--- src/hdl/i2cram_pkg.sv ---
// constants and types shared by the serial ram slave files
package i2cram_pkg;

  // storage array shape
  localparam int MEM_WORDS   = 256;
  localparam int DATA_W      = 8;
  localparam int ADDR_W      = 8;

  // write path fifo: {word address, data} per entry
  localparam int FIFO_W      = ADDR_W + DATA_W;
  localparam int FIFO_DEPTH  = 16;

  // bits in one byte on the wire, counted from zero
  localparam logic [3:0] BYTE_BITS = 4'h8;
  localparam logic [3:0] LAST_BIT  = 4'h7;

  // fixed upper slave address bits; arbitrary default value
  localparam logic [3:0] ADDR_UPPER_DEF = 4'h5;

  // reset values
  localparam logic [ADDR_W-1:0] WORD_ADDR_RST = 8'h00;
  localparam logic [DATA_W-1:0] BYTE_RST      = 8'h00;
  localparam logic [3:0]        CNT_RST       = 4'h0;

  // what the byte being received is for
  typedef enum logic [1:0] {
    KIND_ADDR = 2'h0,
    KIND_WORD = 2'h1,
    KIND_DATA = 2'h2
  } i2cram_kind_type;

  // bus state machine, one-hot
  typedef enum logic [5:0] {
    ST_IDLE    = 6'h01,
    ST_RX      = 6'h02,
    ST_ACK_OUT = 6'h04,
    ST_TX      = 6'h08,
    ST_TX_ACK  = 6'h10,
    ST_IGNORE  = 6'h20
  } i2cram_state_type;

endpackage : i2cram_pkg

--- src/hdl/i2cram_stream_if.sv ---
// valid/ready stream carrier between the slave core and its fifo
`timescale 1ns/1ns
interface i2cram_stream_if #(
  parameter int WIDTH = 16
);
  logic             in_valid;
  logic             in_ready;
  logic [WIDTH-1:0] in_data;
  logic             out_valid;
  logic             out_ready;
  logic [WIDTH-1:0] out_data;

  modport fifo_side (
    input  in_valid, in_data, out_ready,
    output in_ready, out_valid, out_data
  );
  modport user_side (
    output in_valid, in_data, out_ready,
    input  in_ready, out_valid, out_data
  );
endinterface : i2cram_stream_if

--- src/hdl/i2cram_fifo.sv ---
// synchronous fifo with valid/ready on both sides
`timescale 1ns/1ns
module i2cram_fifo #(
  parameter int WIDTH = 16,
  parameter int DEPTH = 16
) (
  input  wire logic          clk_sys,
  input  wire logic          reset_n,
  i2cram_stream_if.fifo_side st
);
  localparam int PW = $clog2(DEPTH);

  logic [WIDTH-1:0] store_mem [DEPTH];
  logic [PW:0]      wr_ptr_reg;
  logic [PW:0]      rd_ptr_reg;
  logic             push;
  logic             pop;

  // extra pointer bit tells full from empty
  assign st.in_ready  = (wr_ptr_reg[PW-1:0] != rd_ptr_reg[PW-1:0]) ||
                        (wr_ptr_reg[PW] == rd_ptr_reg[PW]);
  assign st.out_valid = (wr_ptr_reg != rd_ptr_reg);
  assign st.out_data  = store_mem[rd_ptr_reg[PW-1:0]];
  assign push         = st.in_valid && st.in_ready;
  assign pop          = st.out_valid && st.out_ready;

  // storage has no reset; only pointers define contents
  always_ff @(posedge clk_sys) begin
    if (push) begin
      store_mem[wr_ptr_reg[PW-1:0]] <= st.in_data;
    end
  end

  // pointers
  always_ff @(posedge clk_sys or negedge reset_n) begin
    if (!reset_n) begin
      wr_ptr_reg <= '0;
      rd_ptr_reg <= '0;
    end else begin
      if (push) begin
        wr_ptr_reg <= wr_ptr_reg + 1'b1;
      end
      if (pop) begin
        rd_ptr_reg <= rd_ptr_reg + 1'b1;
      end
    end
  end
endmodule : i2cram_fifo

--- src/hdl/i2cram_top.sv ---
// two-wire serial slave in front of a 256 x 8 static ram
`timescale 1ns/1ns
module i2cram_top #(
  parameter logic [3:0] ADDR_UPPER = i2cram_pkg::ADDR_UPPER_DEF,
  parameter int         FIFO_DEPTH = i2cram_pkg::FIFO_DEPTH
) (
  input  wire logic clk_sys,
  input  wire logic reset_n,
  input  wire logic scl_in,
  input  wire logic sda_in,
  output logic      sda_out,
  output logic      sda_oe,
  input  wire logic hw_addr_bit_zero,
  input  wire logic hw_addr_bit_one,
  input  wire logic hw_addr_bit_two,
  input  wire logic power_save
);
  localparam int AW = i2cram_pkg::ADDR_W;
  localparam int DW = i2cram_pkg::DATA_W;

  i2cram_pkg::i2cram_state_type state_reg;
  i2cram_pkg::i2cram_kind_type  kind_reg;

  logic [5:0]    pin_sync1_reg;
  logic [5:0]    pin_sync2_reg;
  logic          scl_prev_reg;
  logic          sda_prev_reg;
  logic          scl_s;
  logic          sda_s;
  logic          save_s;
  logic [2:0]    hw_addr_s;
  logic          scl_rise;
  logic          scl_fall;
  logic          start_ev;
  logic          stop_ev;
  logic [3:0]    bit_cnt_reg;
  logic [DW-1:0] rx_shift_reg;
  logic [DW-1:0] tx_shift_reg;
  logic [DW-1:0] tx_buf_reg;
  logic [AW-1:0] word_addr_reg;
  logic          rw_reg;
  logic          master_ack_reg;
  logic          fetch_req_reg;
  logic          sda_oe_reg;
  logic          byte_done;
  logic          addr_match;
  logic          give_ack;
  logic          word_load;
  logic          data_push;
  logic          fetch_set;
  logic          fetch_done;
  logic          drain_take;
  logic [DW-1:0] ram_mem [i2cram_pkg::MEM_WORDS];

  i2cram_stream_if #(.WIDTH(i2cram_pkg::FIFO_W)) wq ();

  i2cram_fifo #(
    .WIDTH (i2cram_pkg::FIFO_W),
    .DEPTH (FIFO_DEPTH)
  ) u_wfifo (
    .clk_sys (clk_sys),
    .reset_n (reset_n),
    .st      (wq.fifo_side)
  );

  // every pin crosses two flops before anything looks at it
  always_ff @(posedge clk_sys or negedge reset_n) begin
    if (!reset_n) begin
      pin_sync1_reg <= 6'h03;
      pin_sync2_reg <= 6'h03;
      scl_prev_reg  <= 1'b1;
      sda_prev_reg  <= 1'b1;
    end else begin
      pin_sync1_reg <= {power_save, hw_addr_bit_two, hw_addr_bit_one,
                        hw_addr_bit_zero, sda_in, scl_in};
      pin_sync2_reg <= pin_sync1_reg;
      scl_prev_reg  <= pin_sync2_reg[0];
      sda_prev_reg  <= pin_sync2_reg[1];
    end
  end

  assign scl_s     = pin_sync2_reg[0];
  assign sda_s     = pin_sync2_reg[1];
  assign hw_addr_s = pin_sync2_reg[4:2];
  assign save_s    = pin_sync2_reg[5];

  // edges; sda moving under a high scl is a bus condition
  assign scl_rise = scl_s && !scl_prev_reg;
  assign scl_fall = !scl_s && scl_prev_reg;
  assign start_ev = scl_s && scl_prev_reg && !sda_s && sda_prev_reg;
  assign stop_ev  = scl_s && scl_prev_reg && sda_s && !sda_prev_reg;

  // address byte: fixed part, pin levels, direction last
  assign addr_match = (rx_shift_reg[7:1] == {ADDR_UPPER, hw_addr_s});
  assign byte_done  = (state_reg == i2cram_pkg::ST_RX) && scl_fall &&
                      (bit_cnt_reg == i2cram_pkg::BYTE_BITS);
  // full fifo is the one case where an addressed write is refused
  always_comb begin
    case (kind_reg)
      i2cram_pkg::KIND_ADDR: give_ack = addr_match;
      i2cram_pkg::KIND_WORD: give_ack = 1'b1;
      i2cram_pkg::KIND_DATA: give_ack = wq.in_ready;
      default:               give_ack = 1'b0;
    endcase
  end

  assign word_load = byte_done && (kind_reg == i2cram_pkg::KIND_WORD);
  assign data_push = byte_done && (kind_reg == i2cram_pkg::KIND_DATA) &&
                     wq.in_ready;
  assign fetch_set = (byte_done && (kind_reg == i2cram_pkg::KIND_ADDR) &&
                      addr_match && rx_shift_reg[0]) ||
                     ((state_reg == i2cram_pkg::ST_TX_ACK) && scl_rise &&
                      !sda_s);
  // a read waits until queued writes are in the array
  assign fetch_done = fetch_req_reg && !wq.out_valid;
  // draining never waits on a pending fetch, else the two would deadlock
  assign drain_take = wq.out_valid && wq.out_ready;

  assign wq.in_valid  = data_push;
  assign wq.in_data   = {word_addr_reg, rx_shift_reg};
  assign wq.out_ready = !fetch_done;

  // bus state machine; start beats everything but power save
  always_ff @(posedge clk_sys or negedge reset_n) begin
    if (!reset_n) begin
      state_reg      <= i2cram_pkg::ST_IDLE;
      kind_reg       <= i2cram_pkg::KIND_ADDR;
      bit_cnt_reg    <= i2cram_pkg::CNT_RST;
      rx_shift_reg   <= i2cram_pkg::BYTE_RST;
      rw_reg         <= 1'b0;
      master_ack_reg <= 1'b0;
    end else if (save_s) begin
      state_reg <= i2cram_pkg::ST_IDLE;
    end else if (start_ev) begin
      state_reg   <= i2cram_pkg::ST_RX;
      kind_reg    <= i2cram_pkg::KIND_ADDR;
      bit_cnt_reg <= i2cram_pkg::CNT_RST;
    end else if (stop_ev) begin
      state_reg <= i2cram_pkg::ST_IDLE;
    end else begin
      case (state_reg)
        i2cram_pkg::ST_RX: begin
          if (scl_rise) begin
            rx_shift_reg <= {rx_shift_reg[DW-2:0], sda_s};
            bit_cnt_reg  <= bit_cnt_reg + 4'h1;
          end else if (byte_done) begin
            bit_cnt_reg <= i2cram_pkg::CNT_RST;
            state_reg   <= give_ack ? i2cram_pkg::ST_ACK_OUT
                                    : i2cram_pkg::ST_IGNORE;
            if (kind_reg == i2cram_pkg::KIND_ADDR) begin
              rw_reg   <= rx_shift_reg[0];
              kind_reg <= i2cram_pkg::KIND_WORD;
            end else begin
              kind_reg <= i2cram_pkg::KIND_DATA;
            end
          end
        end
        i2cram_pkg::ST_ACK_OUT: begin
          if (scl_fall) begin
            state_reg <= rw_reg ? i2cram_pkg::ST_TX
                                : i2cram_pkg::ST_RX;
          end
        end
        i2cram_pkg::ST_TX: begin
          if (scl_fall) begin
            if (bit_cnt_reg == i2cram_pkg::LAST_BIT) begin
              bit_cnt_reg <= i2cram_pkg::CNT_RST;
              state_reg   <= i2cram_pkg::ST_TX_ACK;
            end else begin
              bit_cnt_reg <= bit_cnt_reg + 4'h1;
            end
          end
        end
        i2cram_pkg::ST_TX_ACK: begin
          if (scl_rise) begin
            master_ack_reg <= !sda_s;
          end else if (scl_fall) begin
            state_reg <= master_ack_reg ? i2cram_pkg::ST_TX
                                        : i2cram_pkg::ST_IGNORE;
          end
        end
        i2cram_pkg::ST_IDLE, i2cram_pkg::ST_IGNORE: begin
          state_reg <= state_reg;                         // wait for start
        end
        default: state_reg <= i2cram_pkg::ST_IDLE;
      endcase
    end
  end

  // transmit shifter: load at byte boundary, shift on each scl fall in ST_TX
  always_ff @(posedge clk_sys or negedge reset_n) begin
    if (!reset_n) begin
      tx_shift_reg <= i2cram_pkg::BYTE_RST;
    end else if (scl_fall &&
                 (((state_reg == i2cram_pkg::ST_ACK_OUT) && rw_reg) ||
                  ((state_reg == i2cram_pkg::ST_TX_ACK) &&
                   master_ack_reg))) begin
      tx_shift_reg <= tx_buf_reg;
    end else if (scl_fall && (state_reg == i2cram_pkg::ST_TX)) begin
      tx_shift_reg <= {tx_shift_reg[DW-2:0], 1'b1};
    end
  end

  // read fetch request; a new request wins over completion
  always_ff @(posedge clk_sys or negedge reset_n) begin
    if (!reset_n) begin
      fetch_req_reg <= 1'b0;
    end else if (fetch_set) begin
      fetch_req_reg <= 1'b1;
    end else if (fetch_done) begin
      fetch_req_reg <= 1'b0;
    end
  end

  // word address: loaded by a write, stepped after each queued data byte and each read fetch
  always_ff @(posedge clk_sys or negedge reset_n) begin
    if (!reset_n) begin
      word_addr_reg <= i2cram_pkg::WORD_ADDR_RST;
    end else if (word_load) begin
      word_addr_reg <= rx_shift_reg;
    end else if (data_push || fetch_done) begin
      word_addr_reg <= word_addr_reg + 8'h01;
    end
  end

  // single array port: drain the write queue first, read for the wire once it is empty
  always_ff @(posedge clk_sys) begin
    if (drain_take) begin
      ram_mem[wq.out_data[DW+AW-1:DW]] <= wq.out_data[DW-1:0];
    end
  end

  always_ff @(posedge clk_sys or negedge reset_n) begin
    if (!reset_n) begin
      tx_buf_reg <= i2cram_pkg::BYTE_RST;
    end else if (fetch_done) begin
      tx_buf_reg <= ram_mem[word_addr_reg];
    end
  end

  // open drain: pull low for ack or a zero data bit, else release
  always_ff @(posedge clk_sys or negedge reset_n) begin
    if (!reset_n) begin
      sda_oe_reg <= 1'b0;
    end else begin
      sda_oe_reg <= (state_reg == i2cram_pkg::ST_ACK_OUT) ||
                    ((state_reg == i2cram_pkg::ST_TX) &&
                     !tx_shift_reg[DW-1]);
    end
  end

  assign sda_oe  = sda_oe_reg;
  assign sda_out = 1'b0;

  a_start_enters_rx : assert property (@(posedge clk_sys)
    disable iff (!reset_n)
    (start_ev && !save_s) |=> (state_reg == i2cram_pkg::ST_RX) &&
                              (bit_cnt_reg == 4'h0))
    else $error("start did not open a fresh address byte");

  a_stop_goes_idle : assert property (@(posedge clk_sys)
    disable iff (!reset_n)
    (stop_ev && !start_ev) |=> (state_reg == i2cram_pkg::ST_IDLE))
    else $error("stop did not end the transfer");

  a_ack_pulls_low : assert property (@(posedge clk_sys)
    disable iff (!reset_n)
    $rose(state_reg == i2cram_pkg::ST_ACK_OUT) |-> ##1 sda_oe_reg)
    else $error("acknowledge not driven low");

  a_nack_releases : assert property (@(posedge clk_sys)
    disable iff (!reset_n)
    (state_reg inside {i2cram_pkg::ST_TX_ACK, i2cram_pkg::ST_IGNORE})
      |=> !sda_oe_reg)
    else $error("sda held while it must be released");

  a_mismatch_ignored : assert property (@(posedge clk_sys)
    disable iff (!reset_n)
    (byte_done && kind_reg == i2cram_pkg::KIND_ADDR && !addr_match &&
     !save_s) |=> (state_reg == i2cram_pkg::ST_IGNORE) ##1 !sda_oe_reg)
    else $error("foreign address was answered");

  a_word_addr_load : assert property (@(posedge clk_sys)
    disable iff (!reset_n)
    word_load |=> (word_addr_reg == $past(rx_shift_reg)))
    else $error("word address not loaded from first data byte");

  a_addr_steps_one : assert property (@(posedge clk_sys)
    disable iff (!reset_n)
    (data_push || fetch_done) |=>
      (word_addr_reg == 8'($past(word_addr_reg) + 8'h01)))
    else $error("word address did not step by one");

  a_fetch_bounded : assert property (@(posedge clk_sys)
    disable iff (!reset_n)
    $rose(fetch_req_reg) |-> ##[1:3] !fetch_req_reg)
    else $error("read fetch stalled too long");

  a_tx_bit_steady : assert property (@(posedge clk_sys)
    disable iff (!reset_n)
    (state_reg == i2cram_pkg::ST_TX && scl_s && scl_prev_reg && !start_ev &&
     !stop_ev && !save_s) |=> $stable(sda_oe_reg))
    else $error("sda changed under high scl while sending");

endmodule : i2cram_top

--- config.mk ---
export PLATFORM = sky130hd
export DESIGN_NAME = i2cram_top
export DESIGN_NICKNAME = d
export VERILOG_FILES = /design/src/hdl/i2cram_pkg.sv /design/src/hdl/i2cram_stream_if.sv /design/src/hdl/i2cram_fifo.sv /design/src/hdl/i2cram_top.sv
export SDC_FILE = /design/constraint.sdc
export NUM_CORES = 2
export LEC_CHECK = 0
export ABC_AREA = 0
export BUFFER_PORTS_ARGS = -buffer_cell sky130_fd_sc_hd__buf_2
export CAP_MARGIN = 30
export CORE_ASPECT_RATIO = 0.6
export CORE_UTILIZATION = 55
export DETAILED_ROUTE_END_ITERATION = 10
export PLACE_DENSITY_LB_ADDON = 0.2
export SKIP_CTS_REPAIR_TIMING = 1
export SYNTH_ARGS = -nofsm -noshare
export SYNTH_HDL_FRONTEND = slang
export SYNTH_SLANG_ARGS = --single-unit
export TNS_END_PERCENT = 50
--- constraint.sdc ---
create_clock -name clk_sys -period 13 [get_ports clk_sys]
set_clock_uncertainty 0.15 [all_clocks]
set_input_delay 1.3 -clock clk_sys [delete_from_list [all_inputs] [get_ports clk_sys]]
set_output_delay 1.3 -clock clk_sys [all_outputs]
set_load 0.005 [all_outputs]
== Word level (Yosys, flattened, before mapping) ==
Memories as Yosys holds them, arrays and structs flattened. A register that Yosys moved wholly into a read port is not among the register bits.
Cells that the tools add are included.
Operators by class
  $add $sub $neg: 4
  equal/unequal tests: 26
  muxes and demuxes: 38
  bitwise logic cells: 4
  reductions and logical operators: 52
Operators by type and width (count)
  6-bit two-way mux: 12
  5-bit inequality test (second input constant): 7
  8-bit two-way mux: 4
  6-bit case mux with 5 select lines: 1
  4-bit two-way mux: 7
  1-bit logical AND: 25
  5-bit AND reduction: 4
  2-bit two-way mux: 6
  5-bit by 1-bit adder with 5-bit output (second input constant): 2
  2-bit nonzero test: 5
  8-bit by 1-bit adder with 8-bit output (second input constant): 1
  1-bit zero test: 8
  4-bit inequality test (second input constant): 2
  4-bit case mux with 2 select lines: 1
  8-bit AND reduction: 1
  7-bit by 6-bit == test with 1-bit output: 1
  7-bit AND reduction: 1
  6-bit by 1-bit == test with 1-bit output (second input constant): 1
  6-bit by 2-bit == test with 1-bit output (second input constant): 1
  6-bit by 3-bit == test with 1-bit output (second input constant): 1
  6-bit by 4-bit == test with 1-bit output (second input constant): 1
  6-bit by 5-bit == test with 1-bit output (second input constant): 1
  6-bit == test (second input constant): 1
  1-bit two-way mux: 6
  other kinds (17): 24
Word-level totals
  bits in registers: 64
  bits in writable memories: 2304
  input port bits: 8
  output and inout port bits: 2
  logic and storage cells: 142
  memories kept: 2
Memories
  ram_mem: depth 256, bits a word 8, read ports 1, clocked after memory_dff 1, write ports 1, RTL line i2cram_top.sv:53  | logic [DW-1:0] ram_mem [i2cram_pkg::MEM_WORDS];
  u_wfifo.store_mem: depth 16, bits a word 16, read ports 1, clocked after memory_dff 0, write ports 1, RTL line i2cram_fifo.sv:13  | logic [WIDTH-1:0] store_mem [DEPTH];

== Longest topological paths before layout ==
  depth in word-level cells: 10
  mapped depth: 14
  depth with buffers taken out: 8

== By module ==
A second synthesis with hierarchy kept.
Unflattened totals
  cells, all modules: 4443
  area, all modules: 92616.3 um^2
By module, submodules not included
  i2cram_top: instances 1, cells an instance 3967, area an instance 82303.9 um^2, sequential area each 63059.2 um^2
  i2cram_fifo: instances 1, cells an instance 476, area an instance 10312.4 um^2, sequential area each 7937.6 um^2

== Worst setup path after synthesis ==
No wires, ideal clock.
  path kind: reg-to-reg
  from: register u_wfifo.rd_ptr_reg[0]
  to: memory ram_mem[0][4] (netlist bit), data pin
  library setup time: 552 ps
  data arrival time: 3729 ps
  data required time: 12298 ps
  path slack: 8569 ps
  cell stages (with the launch flop): 8
  path buffers: 5
  clock period less this slack: 4431 ps
  cells stage by stage: dfrtp_1 > buf_6 > buf_6 > buf_6 > buf_6 > buf_1 > mux4_2 > mux4_2
On the way
  cells in the longest elaborated chain, start to end: 1
RTL lines
  start, declared: RTL line i2cram_fifo.sv:15  | logic [PW:0] rd_ptr_reg;
  start signal, assigned: RTL line i2cram_fifo.sv:44  | rd_ptr_reg <= rd_ptr_reg + 1'b1;
  memory 16 x 16 bit
  via u_wfifo.st.out_data[4]: RTL line i2cram_stream_if.sv:15  | output in_ready, out_valid, out_data
  end, declared: RTL line i2cram_top.sv:53
The timed path passes the listed nets, and every way through them passes these cells.

==> out/metrics.csv <==
metric,value,unit
status,"complete, no violations",
crit_slowest_cell,buf_4,
multiInputGateArea,20600,um2
dp_worst_setup_slack,7140,ps
grt_use_total,0.287,
powerDensity,140,nW/um2
grt_pass1_vias,44400,
synth.most_common_cell,edfxtp_1,
ys_seq_area_frac,0.762,
synth_area,93200,um2
cts_made_buffers,208,
vdd.ir_drop.worst,0.000113,V
grt_max_degree,98,
syn_avg_cell_area,21.4,um2
io_buffer_count,8,
io_pins,10,
final.setup.tns,0,ps
numClockSinks,2376,
dieArea,171000,um2
syn-num-nets,4367,
fin_nets,4481,
synth_cell_types,86,
wl_per_cell,35.3,um
cts_tree,yes,
combPwrFrac,0.001,
tightest_slew,1080,ps
layout_setup_ws,7210,ps
top_layer,met5,
crit_arrival,6380,ps
postLayoutCoreUtil,0.613,
sequential_cell_area,71000,um2
area_delta_synth_final,10.2,%
wl_met1,103000,um
synth-seq-cells,2376,
routed-wl-met2,98800,um
cap_violations,0,
p_sw,0.00276,W
relSlewSlack,0.279,
max_freq,173,MHz
hold_viol,0,
finalCritPeriodShare,0.445,
clk_pin_slew,60,ps
chipWidth,533,um
intPower,0.0116,W
drc_errors,0,
finalCriticalPeriod,5790,ps
synth-edff-count,2304,
dr.pass1.iters,6,
async_reset_ff_frac,0.0303,
p_seq_frac,0.576,
fillers,11500,
core_area,167000,um2
h-tree-depth,4,
ant_nets,0,
wirelength,242000,um
netlist.area_leader.share,0.743,
cp_cell_sequence,"buf_4, buf_4, buf_4, mux2i_1, or3_1, o211ai_1, o32ai_1, a311oi_1, a221o_1",
yosys_warnings,0,
grt_first_pass_wirelength,342000,um
cts_root_buf,clkbuf_16,
worstPathRequired,13590,ps
synthCells,4351,
timing.critical_path.buf_inv,3,
vias_per_cell,6.74,
swShare,0.192,
layout-drive-gt1-share,0.245,
start_kind,flop,
largest_register_ffs,2048,
rows,116,
drt_iter0_markers,7007,
cpPeakStageDelay,880,ps
min_path_type,in2async,
crit_family,buffers and inverters,
synthTopCellsByCount,"edfxtp_1 (2304), mux4_2 (599), nor2_1 (333), mux2i_1 (172), nand2_1 (111)",
hpwlAfterDp,146000,um
ys.flop_type,edfxtp_1,
rsz0062_at_grt,false,
cp-end-kind,flop,
grt-ovfl-total,0,
leakagePower,30.9,nW
clock_power_share,0.423,
insertion_delay,880,ps
dieHeight,321,um
crit_path_max_fanout,60,
grt_antenna_before_repair,11,
path_class,reg2reg,
vias,46300,
start_util,0.556,
wl_met3,35900,um
path_common_cell,buf_4,
setup_violations,0,
synth_top_cell_by_area,edfxtp_1,
clock_path_buffers,4,
drv_slew,0,
ys_top_cells_by_area,"edfxtp_1 (74%), mux4_2 (14%), mux2i_1 (1.8%), dfrtp_1 (1.7%), nor2_1 (1.3%)",
hold_slack,158,ps
place.gp.congestion,0.845,
-- path summary, 6_finish.rpt --
path	from	slack (ps)	to	cells past startpoint
max	word_addr_reg[1]	7210	tx_buf_reg[1]	9
min	reset_n	160	state_reg[4]	1
max reg2reg	word_addr_reg[1]	7210	tx_buf_reg[1]	9
min reg2reg	pin_sync1_reg[2]	210	pin_sync2_reg[2]	0
max in group asynchronous	reset_n	11650	word_addr_reg[4]	3
min in group clk_sys	pin_sync1_reg[2]	210	pin_sync2_reg[2]	0
-- per-layer routing --
layer,vias to the layer above,track usage
met1,24500,0.449
li1,18300,-
met5,-,0
met3,328,0.119
met4,10,0.0595
met2,3098,0.376
-- cell usage in the layout, fill, tap and decap left out, types with 17 or more instances in the layout --
cell type  instances
edfxtp_1        2304
mux4_2           591
nor2_1           319
clkbuf_16        211
mux2i_1          172
buf_4            115
nand2_1          111
dfrtp_1           55
clkbuf_1          42
clkinv_1          41
clkinv_2          41
o21ai_0           40
o22ai_1           36
a21oi_1           33
mux2_2            29
nand3_1           27
a211oi_1          26
nor2b_1           22
buf_16            19
nor3_1            17
-- cell families (layout without fill, tap and decap cells) --
| group | count (synthesis) | count (layout) | synth area share |
|---|---|---|---|
| fa+ha+maj | 8 | 8 | 0.00107 |
| simple gates | 602 | 602 | 0.0287 |
| buf+inv | 267 | 543 | 0.0177 |
| flops | 2376 | 2376 | 0.762 |
| xor+xnor | 25 | 25 | 0.00235 |
| compound gates | 269 | 269 | 0.0207 |
| other cells | 1 | 6 | 0.0000402 |
| mux | 803 | 803 | 0.167 |
-- through the flow --
stage | area [um2] | instances | total power [W]
2_1_floorplan | 93200 | 4351 | 0.00844
3_3_place_gp | 95400 | 6457 | 0.00845
3_5_place_dp | 95900 | 6483 | 0.00845
4_1_cts | 102000 | 6855 | 0.0144
5_1_grt | 103000 | 6870 | 0.0147
6_report | 103000 | 6874 | 0.0143
-- power groups by stage --
stage / registers (W) / logic [W] / clock network, W
2_1_floorplan: 0.00844 / 0.00000611 / 0
3_3_place_gp: 0.00844 / 0.0000138 / 0
3_5_place_dp: 0.00844 / 0.0000142 / 0
4_1_cts: 0.00827 / 0.0000143 / 0.00610
5_1_grt: 0.00827 / 0.0000170 / 0.00638
6_report: 0.00827 / 0.0000152 / 0.00606
-- area by class of cell --
| class | count | share of cell area |
|---|---|---|
| Sequential cell | 2376 | 0.692 |
| Multi-Input combinational cell | 1708 | 0.201 |
| Clock buffer | 258 | 0.0536 |
| Tap cell | 2242 | 0.0273 |
| Timing Repair Buffer | 154 | 0.0158 |
| Clock inverter | 114 | 0.00965 |
| Inverter | 17 | 0.000695 |
| Antenna cell | 5 | 0.000122 |
Note: power is estimated with default switching activity, not from simulation.
